`config.mk`:
```
export PLATFORM = sky130hd
export DESIGN_NAME = mpio_port13
export DESIGN_NICKNAME = d
export VERILOG_FILES = /design/src/rtl/mpio_pkg.sv /design/src/rtl/mpio_sync.sv /design/src/rtl/mpio_edge.sv /design/src/rtl/mpio_port13.sv
export SDC_FILE = /design/constraint.sdc
export NUM_CORES = 1
export LEC_CHECK = 0
export ABC_CLOCK_PERIOD_IN_PS = 5400
export BUFFER_PORTS_ARGS = -buffer_cell sky130_fd_sc_hd__buf_2
export CAP_MARGIN = 20
export CORE_AREA = 5 5 149 151
export DETAILED_ROUTE_END_ITERATION = 16
export DIE_AREA = 0 0 154 156
export PLACE_DENSITY_LB_ADDON = 0.05
export SKIP_LAST_GASP = 1
export SYNTH_ARGS = -nofsm -noshare
export SYNTH_HDL_FRONTEND = slang
export SYNTH_SLANG_ARGS = --single-unit
export TNS_END_PERCENT = 50
```
`constraint.sdc`:
```
create_clock -name hclk -period 5.4 [get_ports hclk]
set_input_delay 0.27 -clock hclk [delete_from_list [all_inputs] [get_ports hclk]]
set_output_delay 0.27 -clock hclk [all_outputs]
set_load 0.02 [all_outputs]
```
`src/rtl/mpio_pkg.sv`:
```
/*
 * constants shared by the port block: register offsets, field positions,
 * reset values and external bus phase lengths.
 * assumes a 32-bit AHB-Lite slave decoding the low address byte.
 */
package mpio_pkg;

    // ------------------------------------------------------------------
    // register byte offsets
    // ------------------------------------------------------------------
    localparam logic [7:0] OFS_P1_OUT   = 8'h00;
    localparam logic [7:0] OFS_P1_DIR   = 8'h04;
    localparam logic [7:0] OFS_P1_MODE  = 8'h08;
    localparam logic [7:0] OFS_P1_IN    = 8'h0c;
    localparam logic [7:0] OFS_P3_MODE  = 8'h10;
    localparam logic [7:0] OFS_PORT_CONFIGURATION_REG     = 8'h14;
    localparam logic [7:0] OFS_P3_OUT   = 8'h18;
    localparam logic [7:0] OFS_P3_IN    = 8'h1c;
    localparam logic [7:0] OFS_IRQ      = 8'h20;
    localparam logic [7:0] OFS_XB_ADDR  = 8'h24;
    localparam logic [7:0] OFS_XB_WDATA = 8'h28;
    localparam logic [7:0] OFS_XB_CTRL  = 8'h2c;

    // ------------------------------------------------------------------
    // field positions
    // ------------------------------------------------------------------
    localparam int P1M_OD_BIT     = 2;
    localparam int P1M_REL_BIT    = 3;
    localparam int P3M_ANALOG_BIT = 1;
    localparam int P3M_P2HS_BIT   = 3;
    localparam int P3M_P0HS_BIT   = 4;
    localparam int P3M_TIMER_OUTPUT_LINE_BIT   = 5;
    localparam int PORT_CONFIGURATION_REG_CMPO_BIT  = 0;
    localparam int IRQ_SEL_LSB    = 6;
    localparam int XBC_READ_BIT   = 0;
    localparam int XBC_WIDE_BIT   = 1;

    // ------------------------------------------------------------------
    // first port modes and reset values
    // ------------------------------------------------------------------
    localparam logic [1:0] P1_MODE_IO  = 2'h0;
    localparam logic [1:0] P1_MODE_BUS = 2'h1;
    localparam logic [1:0] P1_MODE_HS  = 2'h2;
    localparam logic [7:0] RST_BYTE    = 8'h00;
    localparam logic [3:0] RST_NIBBLE  = 4'h0;

    // ------------------------------------------------------------------
    // external bus phase lengths in hclk cycles
    // ------------------------------------------------------------------
    localparam logic [3:0] XB_AS_CYC   = 4'h3;
    localparam logic [3:0] XB_DS_CYC   = 4'h6;
    localparam logic [3:0] XB_HOLD_CYC = 4'h2;

    typedef enum logic [1:0] {
        XB_IDLE,
        XB_ADDR,
        XB_DATA,
        XB_HOLD
    } mpio_xb_state_t;

endpackage

```
`src/rtl/mpio_sync.sv`:
```
/*
 * three-stage synchroniser for pin inputs with agreement filter.
 * assumes inputs are asynchronous to hclk.
 */
`timescale 1ns/1ps
module mpio_sync #(
    parameter int W = 8
) (
    // clock and reset
    input  wire logic         hclk,
    input  wire logic         hresetn,
    // pins in, filtered level out
    input  wire logic [W-1:0] pin_i,
    output logic      [W-1:0] level_o
);

    logic [W-1:0] s1_q;
    logic [W-1:0] s2_q;
    logic [W-1:0] s3_q;

    always_ff @(posedge hclk or negedge hresetn) begin
        if (!hresetn) begin
            s1_q <= '0;
            s2_q <= '0;
            s3_q <= '0;
        end else begin
            s1_q <= pin_i;
            s2_q <= s1_q;
            s3_q <= s2_q;
        end
    end

    // a change counts only once stages two and three agree
    always_ff @(posedge hclk or negedge hresetn) begin
        if (!hresetn) begin
            level_o <= '0;
        end else begin
            for (int i = 0; i < W; i++) begin
                if (s2_q[i] == s3_q[i]) begin
                    level_o[i] <= s3_q[i];
                end
            end
        end
    end

endmodule

```
`src/rtl/mpio_edge.sv`:
```
/*
 * per-line edge detector with separate rise and fall enables.
 * assumes inputs are already synchronous to hclk.
 */
`timescale 1ns/1ps
module mpio_edge #(
    parameter int W = 4
) (
    // clock and reset
    input  wire logic         hclk,
    input  wire logic         hresetn,
    // levels and edge selection
    input  wire logic [W-1:0] sig_i,
    input  wire logic [W-1:0] rise_en_i,
    input  wire logic [W-1:0] fall_en_i,
    // one-cycle event pulses
    output logic      [W-1:0] evt_o
);

    logic [W-1:0] prev_q;
    logic         arm_q;

    // first sampled cycle only primes the history, no false edge
    always_ff @(posedge hclk or negedge hresetn) begin
        if (!hresetn) begin
            prev_q <= '0;
            arm_q  <= 1'b0;
        end else begin
            prev_q <= sig_i;
            arm_q  <= 1'b1;
        end
    end

    always_comb begin
        evt_o = {W{arm_q}} & ((rise_en_i & sig_i & ~prev_q)
                            | (fall_en_i & ~sig_i & prev_q));
    end

endmodule

```
`src/rtl/mpio_port13.sv`:
```
/*
 * first and third-type port logic: bidirectional byte port with io,
 * multiplexed external bus and handshake modes, plus the mixed
 * input/output port with comparators, edge interrupts and timer pins.
 * assumes an AHB-Lite master on hclk and pin pads resolving o/oe.
 */
// Function
// - first port: eight lines, input, output or multiplexed address/data
// - one global push-pull or open-drain select for first port outputs
// - handshake uses two second-port lines as ready and data-available
// - external access needs bus mode; upper address goes on port zero
// - release first port, port zero and strobes to high impedance
// - second port: low four lines inputs, high four push-pull outputs
// - analog mode bit enables two comparators against line three
// - configuration bit D0 drives comparator results on lines four, seven
// - lines zero, three falling; lines one, two selectable edge interrupts
// - timer input from input line one, timer output on line six
// - zeroth, first, second port handshake lines on second port
// - request register D7, D6 select edges for lines one and two
// - comparator one to request two, comparator two to request zero
`timescale 1ns/1ps
module mpio_port13
    import mpio_pkg::*;
(
    // clock and reset
    input  wire logic        hclk,
    input  wire logic        hresetn,
    // ahb-lite slave
    input  wire logic        hsel,
    input  wire logic [31:0] haddr,
    input  wire logic [1:0]  htrans,
    input  wire logic        hwrite,
    input  wire logic [2:0]  hsize,
    input  wire logic        hready,
    input  wire logic [31:0] hwdata,
    output logic      [31:0] hrdata,
    output logic             hreadyout,
    output logic             hresp,
    // first port pins
    input  wire logic [7:0]  p1_i,
    output logic      [7:0]  p1_o,
    output logic      [7:0]  p1_oe,
    // port zero upper address pins
    output logic      [7:0]  p0_o,
    output logic      [7:0]  p0_oe,
    // external bus strobes, active low
    output logic             addr_strobe_line_n_o,
    output logic             addr_strobe_line_n_oe,
    output logic             data_strobe_line_n_o,
    output logic             data_strobe_line_n_oe,
    output logic             rd_wr_n_o,
    output logic             rd_wr_n_oe,
    // second port pins: inputs are lines 3..0, outputs lines 7..4
    input  wire logic [3:0]  p3_i,
    output logic      [3:0]  p3_o,
    // comparator front-end decisions
    input  wire logic        comparator_one_i,
    input  wire logic        comparator_two_i,
    // counter/timer and other ports' handshake alternate functions
    output logic             timer_input_line,
    input  wire logic        timer_output_line,
    input  wire logic        p0_hs_out_i,
    output logic             p0_hs_in_o,
    input  wire logic        p2_hs_out_i,
    output logic             p2_hs_in_o,
    // interrupt requests towards the core
    output logic      [3:0]  irq_req_o
);

    // ------------------------------------------------------------------
    // bus slave
    // ------------------------------------------------------------------
    logic       accept;
    logic       wr_q;
    logic       rd_wait_q;
    logic [7:0] addr_q;
    logic [7:0] wd;
    logic [31:0] rd_mux;
    logic [31:0] hrdata_q;

    assign accept    = hsel & htrans[1] & hready;
    assign hreadyout = ~rd_wait_q;
    assign hresp     = 1'b0;
    assign hrdata    = hrdata_q;
    assign wd        = hwdata[7:0];

    // reads take one wait state so that a write just before is visible
    always_ff @(posedge hclk or negedge hresetn) begin
        if (!hresetn) begin
            wr_q      <= 1'b0;
            rd_wait_q <= 1'b0;
            addr_q    <= RST_BYTE;
        end else begin
            wr_q      <= accept & hwrite;
            rd_wait_q <= accept & ~hwrite;
            if (accept) begin
                addr_q <= haddr[7:0];
            end
        end
    end

    function automatic logic wr_hit(input logic [7:0] ofs);
        wr_hit = wr_q && (addr_q == ofs);
    endfunction

    // ------------------------------------------------------------------
    // pin synchronisers and edge detection
    // ------------------------------------------------------------------
    logic [13:0] syn;
    logic [7:0]  p1s;
    logic [3:0]  p3s;
    logic        cmp1s;
    logic        cmp2s;

    mpio_sync #(.W(14)) u_sync (
        .hclk    (hclk),
        .hresetn (hresetn),
        .pin_i   ({comparator_two_i, comparator_one_i, p3_i, p1_i}),
        .level_o (syn)
    );

    assign p1s   = syn[7:0];
    assign p3s   = syn[11:8];
    assign cmp1s = syn[12];
    assign cmp2s = syn[13];

    // ------------------------------------------------------------------
    // configuration registers
    // ------------------------------------------------------------------
    logic [7:0] p1_out_q;
    logic [7:0] p1_dir_q;
    logic [3:0] p1_mode_q;
    logic [7:0] second_port_mode_reg_q;
    logic [7:0] port_configuration_reg_q;
    logic [7:0] p3_out_q;
    logic [1:0] edge_sel_q;
    logic [15:0] xb_addr_q;
    logic [7:0] xb_wdata_q;

    // new settings act from the clock after the write
    always_ff @(posedge hclk or negedge hresetn) begin
        if (!hresetn) begin
            p1_out_q                 <= RST_BYTE;
            p1_dir_q                 <= RST_BYTE;
            p1_mode_q                <= RST_NIBBLE;
            second_port_mode_reg_q   <= RST_BYTE;
            port_configuration_reg_q <= RST_BYTE;
            p3_out_q                 <= RST_BYTE;
            edge_sel_q               <= 2'h0;
            xb_addr_q                <= 16'h0000;
            xb_wdata_q               <= RST_BYTE;
        end else begin
            if (wr_hit(OFS_P1_OUT))   p1_out_q   <= wd;
            if (wr_hit(OFS_P1_DIR))   p1_dir_q   <= wd;
            if (wr_hit(OFS_P1_MODE))  p1_mode_q  <= wd[3:0];
            if (wr_hit(OFS_P3_MODE))  second_port_mode_reg_q <= wd;
            if (wr_hit(OFS_PORT_CONFIGURATION_REG))     port_configuration_reg_q <= wd;
            if (wr_hit(OFS_P3_OUT))   p3_out_q   <= wd;
            if (wr_hit(OFS_IRQ))      edge_sel_q <= wd[7:6];
            if (wr_hit(OFS_XB_ADDR))  xb_addr_q  <= hwdata[15:0];
            if (wr_hit(OFS_XB_WDATA)) xb_wdata_q <= wd;
        end
    end

    logic [1:0] p1_mode;
    logic       open_drain;
    logic       release_bus;
    logic       analog;
    logic       cmp_out_en;

    assign p1_mode     = p1_mode_q[1:0];
    assign open_drain  = p1_mode_q[P1M_OD_BIT];
    assign release_bus = p1_mode_q[P1M_REL_BIT];
    assign analog      = second_port_mode_reg_q[P3M_ANALOG_BIT];
    assign cmp_out_en  = port_configuration_reg_q[PORT_CONFIGURATION_REG_CMPO_BIT];

    // ------------------------------------------------------------------
    // interrupt request register
    // ------------------------------------------------------------------
    logic [3:0] src;
    logic [3:0] rise_en;
    logic [3:0] fall_en;
    logic [3:0] evt;
    logic [3:0] irq_q;
    logic       cmp_one;
    logic       cmp_two;

    // comparators only report while analog mode is on
    assign cmp_one = analog & cmp1s;
    assign cmp_two = analog & cmp2s;

    // request 0 from line two or comparator two, 2 from line one or
    // comparator one
    assign src = {p3s[0],
                  analog ? cmp1s : p3s[1],
                  p3s[3],
                  analog ? cmp2s : p3s[2]};

    // lines zero and three fall only; one and two per select
    assign fall_en = {1'b1, ~(edge_sel_q == 2'h2), 1'b1,
                      ~(edge_sel_q == 2'h1)};
    assign rise_en = {1'b0, edge_sel_q[1], 1'b0, edge_sel_q[0]};

    mpio_edge #(.W(4)) u_edge (
        .hclk      (hclk),
        .hresetn   (hresetn),
        .sig_i     (src),
        .rise_en_i (rise_en),
        .fall_en_i (fall_en),
        .evt_o     (evt)
    );

    // a new edge wins over a software clear in the same cycle
    always_ff @(posedge hclk or negedge hresetn) begin
        if (!hresetn) begin
            irq_q <= RST_NIBBLE;
        end else if (wr_hit(OFS_IRQ)) begin
            irq_q <= wd[3:0] | evt;
        end else begin
            irq_q <= irq_q | evt;
        end
    end

    assign irq_req_o = irq_q;

    // ------------------------------------------------------------------
    // first port handshake
    // ------------------------------------------------------------------
    logic       hs_mode;
    logic       hs_out_dir;
    logic       hs_dav_n_q;
    logic       hs_rdy_q;
    logic [7:0] hs_data_q;

    assign hs_mode    = (p1_mode == P1_MODE_HS);
    assign hs_out_dir = p1_dir_q[0];

    // output: write raises data-available, partner's ready fall ends it;
    // input: partner's data-available fall latches, a read re-arms
    always_ff @(posedge hclk or negedge hresetn) begin
        if (!hresetn) begin
            hs_dav_n_q <= 1'b1;
            hs_rdy_q   <= 1'b1;
            hs_data_q  <= RST_BYTE;
        end else if (!hs_mode) begin
            hs_dav_n_q <= 1'b1;
            hs_rdy_q   <= 1'b1;
        end else if (hs_out_dir) begin
            if (wr_hit(OFS_P1_OUT)) begin
                hs_dav_n_q <= 1'b0;
            end else if (evt[1]) begin
                hs_dav_n_q <= 1'b1;
            end
        end else begin
            if (evt[1] && hs_rdy_q) begin
                hs_data_q <= p1s;
                hs_rdy_q  <= 1'b0;
            end else if (rd_wait_q && addr_q == OFS_P1_IN) begin
                hs_rdy_q <= 1'b1;
            end
        end
    end

    // ------------------------------------------------------------------
    // external memory cycle
    // ------------------------------------------------------------------
    mpio_xb_state_t xb_state_q;
    logic [3:0]     xb_cnt_q;
    logic           xb_rd_q;
    logic           xb_wide_q;
    logic [7:0]     xb_rdata_q;
    logic           xb_start;

    // only honoured in bus mode and while idle
    assign xb_start = wr_hit(OFS_XB_CTRL) && xb_state_q == XB_IDLE
                      && p1_mode == P1_MODE_BUS;

    always_ff @(posedge hclk or negedge hresetn) begin
        if (!hresetn) begin
            xb_state_q <= XB_IDLE;
            xb_cnt_q   <= 4'h0;
            xb_rd_q    <= 1'b0;
            xb_wide_q  <= 1'b0;
            xb_rdata_q <= RST_BYTE;
        end else begin
            xb_cnt_q <= xb_cnt_q - 4'h1;
            unique case (xb_state_q)
                XB_IDLE: begin
                    if (xb_start) begin
                        xb_state_q <= XB_ADDR;
                        xb_cnt_q   <= XB_AS_CYC - 4'h1;
                        xb_rd_q    <= wd[XBC_READ_BIT];
                        xb_wide_q  <= wd[XBC_WIDE_BIT];
                    end
                end
                XB_ADDR: begin
                    if (xb_cnt_q == 4'h0) begin
                        xb_state_q <= XB_DATA;
                        xb_cnt_q   <= XB_DS_CYC - 4'h1;
                    end
                end
                XB_DATA: begin
                    // strobe long enough to cover pin sync latency
                    if (xb_cnt_q == 4'h0) begin
                        xb_state_q <= XB_HOLD;
                        xb_cnt_q   <= XB_HOLD_CYC - 4'h1;
                        if (xb_rd_q) begin
                            xb_rdata_q <= p1s;
                        end
                    end
                end
                XB_HOLD: begin
                    if (xb_cnt_q == 4'h0) begin
                        xb_state_q <= XB_IDLE;
                    end
                end
            endcase
        end
    end

    // ------------------------------------------------------------------
    // pin drive, registered
    // ------------------------------------------------------------------
    logic [7:0] p1_val;
    logic [7:0] p1_en;
    logic       xb_busy;
    logic [3:0] p3_d;

    assign xb_busy = (xb_state_q != XB_IDLE);

    always_comb begin
        p1_val = p1_out_q;
        p1_en  = p1_dir_q;
        if (hs_mode) begin
            p1_en = {8{hs_out_dir}};
        end else if (p1_mode == P1_MODE_BUS) begin
            p1_val = (xb_state_q == XB_ADDR) ? xb_addr_q[7:0] : xb_wdata_q;
            p1_en  = {8{xb_state_q == XB_ADDR
                        || (xb_busy && !xb_rd_q)}};
        end
    end

    // line four: comparator, then handshake, then plain output
    always_comb begin
        p3_d[0] = cmp_out_en ? cmp_one
                : hs_mode ? (hs_out_dir ? hs_dav_n_q : hs_rdy_q)
                : p3_out_q[4];
        p3_d[1] = second_port_mode_reg_q[P3M_P0HS_BIT] ? p0_hs_out_i
                : p3_out_q[5];
        p3_d[2] = second_port_mode_reg_q[P3M_TIMER_OUTPUT_LINE_BIT] ? timer_output_line
                : second_port_mode_reg_q[P3M_P2HS_BIT] ? p2_hs_out_i
                : p3_out_q[6];
        p3_d[3] = cmp_out_en ? cmp_two : p3_out_q[7];
    end

    always_ff @(posedge hclk or negedge hresetn) begin
        if (!hresetn) begin
            p1_o                  <= RST_BYTE;
            p1_oe                 <= RST_BYTE;
            p0_o                  <= RST_BYTE;
            p0_oe                 <= RST_BYTE;
            addr_strobe_line_n_o  <= 1'b1;
            addr_strobe_line_n_oe <= 1'b0;
            data_strobe_line_n_o  <= 1'b1;
            data_strobe_line_n_oe <= 1'b0;
            rd_wr_n_o             <= 1'b1;
            rd_wr_n_oe            <= 1'b0;
            p3_o                  <= RST_NIBBLE;
        end else begin
            p1_o <= p1_val;
            // open drain drives only the low level
            p1_oe <= release_bus ? RST_BYTE
                   : p1_en & (~{8{open_drain}} | ~p1_val);
            p0_o  <= xb_addr_q[15:8];
            p0_oe <= {8{xb_busy && xb_wide_q && !release_bus}};
            addr_strobe_line_n_o  <= ~(xb_state_q == XB_ADDR);
            data_strobe_line_n_o  <= ~(xb_state_q == XB_DATA);
            rd_wr_n_o             <= ~xb_busy | xb_rd_q;
            addr_strobe_line_n_oe <= ~release_bus;
            data_strobe_line_n_oe <= ~release_bus;
            rd_wr_n_oe            <= ~release_bus;
            p3_o <= p3_d;
        end
    end

    // alternate inputs straight from synchronised lines
    assign timer_input_line = p3s[1];
    assign p2_hs_in_o       = p3s[1];
    assign p0_hs_in_o       = p3s[2];

    // ------------------------------------------------------------------
    // read mux
    // ------------------------------------------------------------------
    always_comb begin
        rd_mux = 32'h0000_0000;
        unique case (addr_q)
            OFS_P1_OUT:   rd_mux[7:0] = p1_out_q;
            OFS_P1_DIR:   rd_mux[7:0] = p1_dir_q;
            OFS_P1_MODE:  rd_mux[3:0] = p1_mode_q;
            OFS_P1_IN:    rd_mux[7:0] = (hs_mode && !hs_out_dir)
                                        ? hs_data_q : p1s;
            OFS_P3_MODE:  rd_mux[7:0] = second_port_mode_reg_q;
            OFS_PORT_CONFIGURATION_REG:     rd_mux[7:0] = port_configuration_reg_q;
            OFS_P3_OUT:   rd_mux[7:0] = p3_out_q;
            OFS_P3_IN:    rd_mux[7:0] = {hs_rdy_q, hs_dav_n_q,
                                         cmp_two, cmp_one, p3s};
            OFS_IRQ:      rd_mux[7:0] = {edge_sel_q, 2'h0, irq_q};
            OFS_XB_ADDR:  rd_mux[15:0] = xb_addr_q;
            OFS_XB_WDATA: rd_mux[7:0] = xb_wdata_q;
            OFS_XB_CTRL:  rd_mux[15:0] = {xb_rdata_q, 5'h00,
                                          xb_wide_q, xb_rd_q, xb_busy};
            default:      rd_mux = 32'h0000_0000;
        endcase
    end

    always_ff @(posedge hclk or negedge hresetn) begin
        if (!hresetn) begin
            hrdata_q <= 32'h0000_0000;
        end else if (rd_wait_q) begin
            hrdata_q <= rd_mux;
        end
    end

endmodule

```
==> key figures <==
Final layout
  – Fill cells: 1,859
  – Share of cells above drive strength 1: 0.323
  – Final #Nets: ~960
  – Fin cells: between 1,000 and 1,500
  – Fin util: 0.536
  – Synth-to-Final Area Change: 20.9%
  – Ant. Diodes: 0
  – Post-route cell area: around 11,000 µm²

Die
  – Initial Util: 0.443
  – Die footprint: ~24,000 µm²
  – Site Rows: 53
  – Core Area: 20,700 µm²
  – Die Wd: 154 µm
  – Num ports: 174
  – Die Height: around 160 µm

STA
  – Max-slew violation count: 0
  – RSZ-0062 raised after global routing: false
  – Crit path time final: between 3 and 4 ns
  – Fmax: slightly above 300 MHz
  – Actual slew at the worst max-slew pin: 0.998 ns
  – Clock Skew: 0.0123 ns
  – Relative slew slack: 0.332
  – Period utilization: 0.600
  – Fin. Hold Viols: 0
  – Final setup violation count: 0
  – Setup TNS: 0 ns

Setup path
  – Slowest stage delay, CP: 0.96 ns
  – Buf/Inv on CP: 0
  – WP data arrival: 3.63 ns
  – CP Launch Type: register
  – Crit-path leading delay family: simple AND/OR/NAND/NOR gates
  – Crit path capture type: register
  – Slowest cell on the critical path: nand3_1
  – CP Max Fanout: 16
  – CP Class: reg2reg
  – Cell Chain, Critical Path: nor4b_2 > nand3_1 > mux2_2
  – Req. time, crit path: 5.79 ns

Drt
  – Via/cell ratio: 5.29
  – Drt pass-1 iters: 4
  – DRC: 0
  – Initial DRC Count: 255
  – Routed via count: 6,095
  – WL final: 24.4 mm
  – Wire length per cell: 21.2 µm
  – ANT nets after route: 0

Place
  – Final Wtd Congestion: 0.914
  – Dpl hpwl: 17.1 mm
  – IO buf count: 112
  – Dpl cell area: 9850 µm²
  – Inst Count DP: about 1,100

GRT
  – Overflow after GRT: 0
  – First-pass GRT wire length: 38.4 mm
  – Largest net degree at the start of global routing: roughly 120
  – Total GRT Usage: 0.203
  – Initial antenna violation count: 0
  – Vias in the first global route: 6,501

Clock network
  – Worst-path clk slew: around 0.07 ns
  – Clock root cell: clkbuf_16
  – Clock H-tree levels: 1
  – Post-CTS setup buffers: 0
  – Total CTS buffers: 24
  – CTS sink cnt: 220
  – Clk Latency, worst-skew pair: 0.51 ns
  – Clock tree buffer depth: 3
  – CTS tree: yes

Power and ir drop
  – Leak: 4.99 nW
  – Peak supply drop: 0.000227 V
  – P per Cell Area: 418 nW/µm²

Synthesis
  – Count of cell types in the netlist: 59
  – Register area share after synthesis: 0.601
  – Synthesis-stage register bit count: 220
  – Fraction of registers with async set/reset: 1.00
  – Top_reg_cell synth: dfrtp_1
  – Ys Warns: 0
  – Syn_area_per_cell: 12.8 µm²
  – Cell count after synthesis: 718
  – Post-Syn Area: 9170 µm²
  – Post-synth EDFFs: 0

Flow run
  – Maxcap violations: 0

Outcome
  – Status: finished clean

Worst hold path
  – Min-delay worst type: in2reg
## sequential cells by signal, indices dropped and copies added (netlist names), 14 cells and up
name,flops
hrdata,16
u_sync.level_o,14
u_sync.s1_q,14
u_sync.s2_q,14
u_sync.s3_q,14
xb_addr_q,16
## layout make-up
type                    instances  area (µm²)  share of cell area
flip-flops and latches        220        5510               0.497
multi-input cells             442        3300               0.298
repair buffers                154         968              0.0873
well taps                     275         344              0.0310
inverters                      18        67.6             0.00609
clock buffers                  34         739              0.0667
clock inverters                10         153              0.0138
## synthesized netlist by cell type, drive strengths merged, types with 6 or more instances
master / count / area share
nand2: 46 / 0.019
inv: 18 / 0.0074
dfrtp: 215 / 0.59
maj3: 14 / 0.015
mux2: 103 / 0.13
mux2i: 29 / 0.032
o21ai: 41 / 0.022
nor2: 46 / 0.019
a221oi: 9 / 0.0086
nand3: 16 / 0.0087
a22oi: 10 / 0.0082
buf: 36 / 0.028
clkbuf: 16 / 0.0081
nor2b: 9 / 0.0061
nor3: 9 / 0.0049
a21oi: 17 / 0.0097
and3: 11 / 0.0075
nand2b: 6 / 0.0041
## through the flow
step	hold slack (ns)	total power [mW]	worst slack (ns)
2_1_floorplan	-0.0256	2.56	3.18
3_3_place_gp	0.332	2.81	2.15
6_report	0.0662	4.64	2.16
4_1_cts	0.0611	4.68	2.11
5_1_grt	0.0979	4.85	1.93
3_5_place_dp	0.336	2.85	2.14
## power breakdown
part / total (mW) / switching (mW) / internal, mW
combinational: 0.835 / 0.489 / 0.346
sequential: 2.00 / 0.153 / 1.85
clock: 1.80 / 0.660 / 1.14
total: 4.64 / 1.30 / 3.34
## logic make-up after synthesis
logic type	synth area share
XOR/XNOR	0.00191
AND/OR/NAND/NOR	0.0854
buffers and inverters	0.0452
adder cells (fa/ha/maj)	0.0221
flip-flops	0.601
multiplexers	0.169
other	0.000819
AO/OA/AOI/OAI	0.0748
## worst paths after layout
kind / start / to / slack, ns / cells past startpoint
max: addr_q[5] / xb_addr_q[12] / 2.16 / 3
max reg2reg: addr_q[5] / xb_addr_q[12] / 2.16 / 3
min: p2_hs_out_i / p3_o[2] / 0.07 / 3
min in group asynchronous: hresetn / u_sync.s2_q[9] / 0.44 / 2
max in group asynchronous: hresetn / p1_mode_q[2] / 3.76 / 3
min reg2reg: u_sync.s1_q[3] / u_sync.s2_q[3] / 0.34 / 0
## placed cells by master, fill, tap and decap left out, types with 11 or more instances in the layout
cell type,count
a21oi_1,16
buf_2,111
nand3_1,16
dlygate4sd3_1,34
maj3_1,14
mux2i_1,29
dfrtp_1,215
inv_1,18
clkbuf_16,25
nor2_1,46
and3_1,11
mux2_2,101
nand2_1,46
o21ai_0,41
conb_1,18
## worst min-delay path: cells and delay by family
| family | cells | cell delay [ns] |
|---|---|---|
| AO/OA/AOI/OAI | 1 | 0.13 |
| buffers and inverters | 1 | 0.08 |
| multiplexers | 1 | 0.05 |
## timing repair
item / 4_1_cts / 5_1_grt
endpoints found under the hold margin: 147 / 0
hold buffers: 34 / 0
resized for setup: 0 / 0
## routing by layer
layer,vias up,share of wire,global-route usage
met1,3109,0.47,0.294
met5,-,0,0
met3,28,0.051,0.0325
met2,180,0.46,0.326
met4,0,0.018,0.0484
li1,2778,-,-
Power figures use the tool's default switching activity.
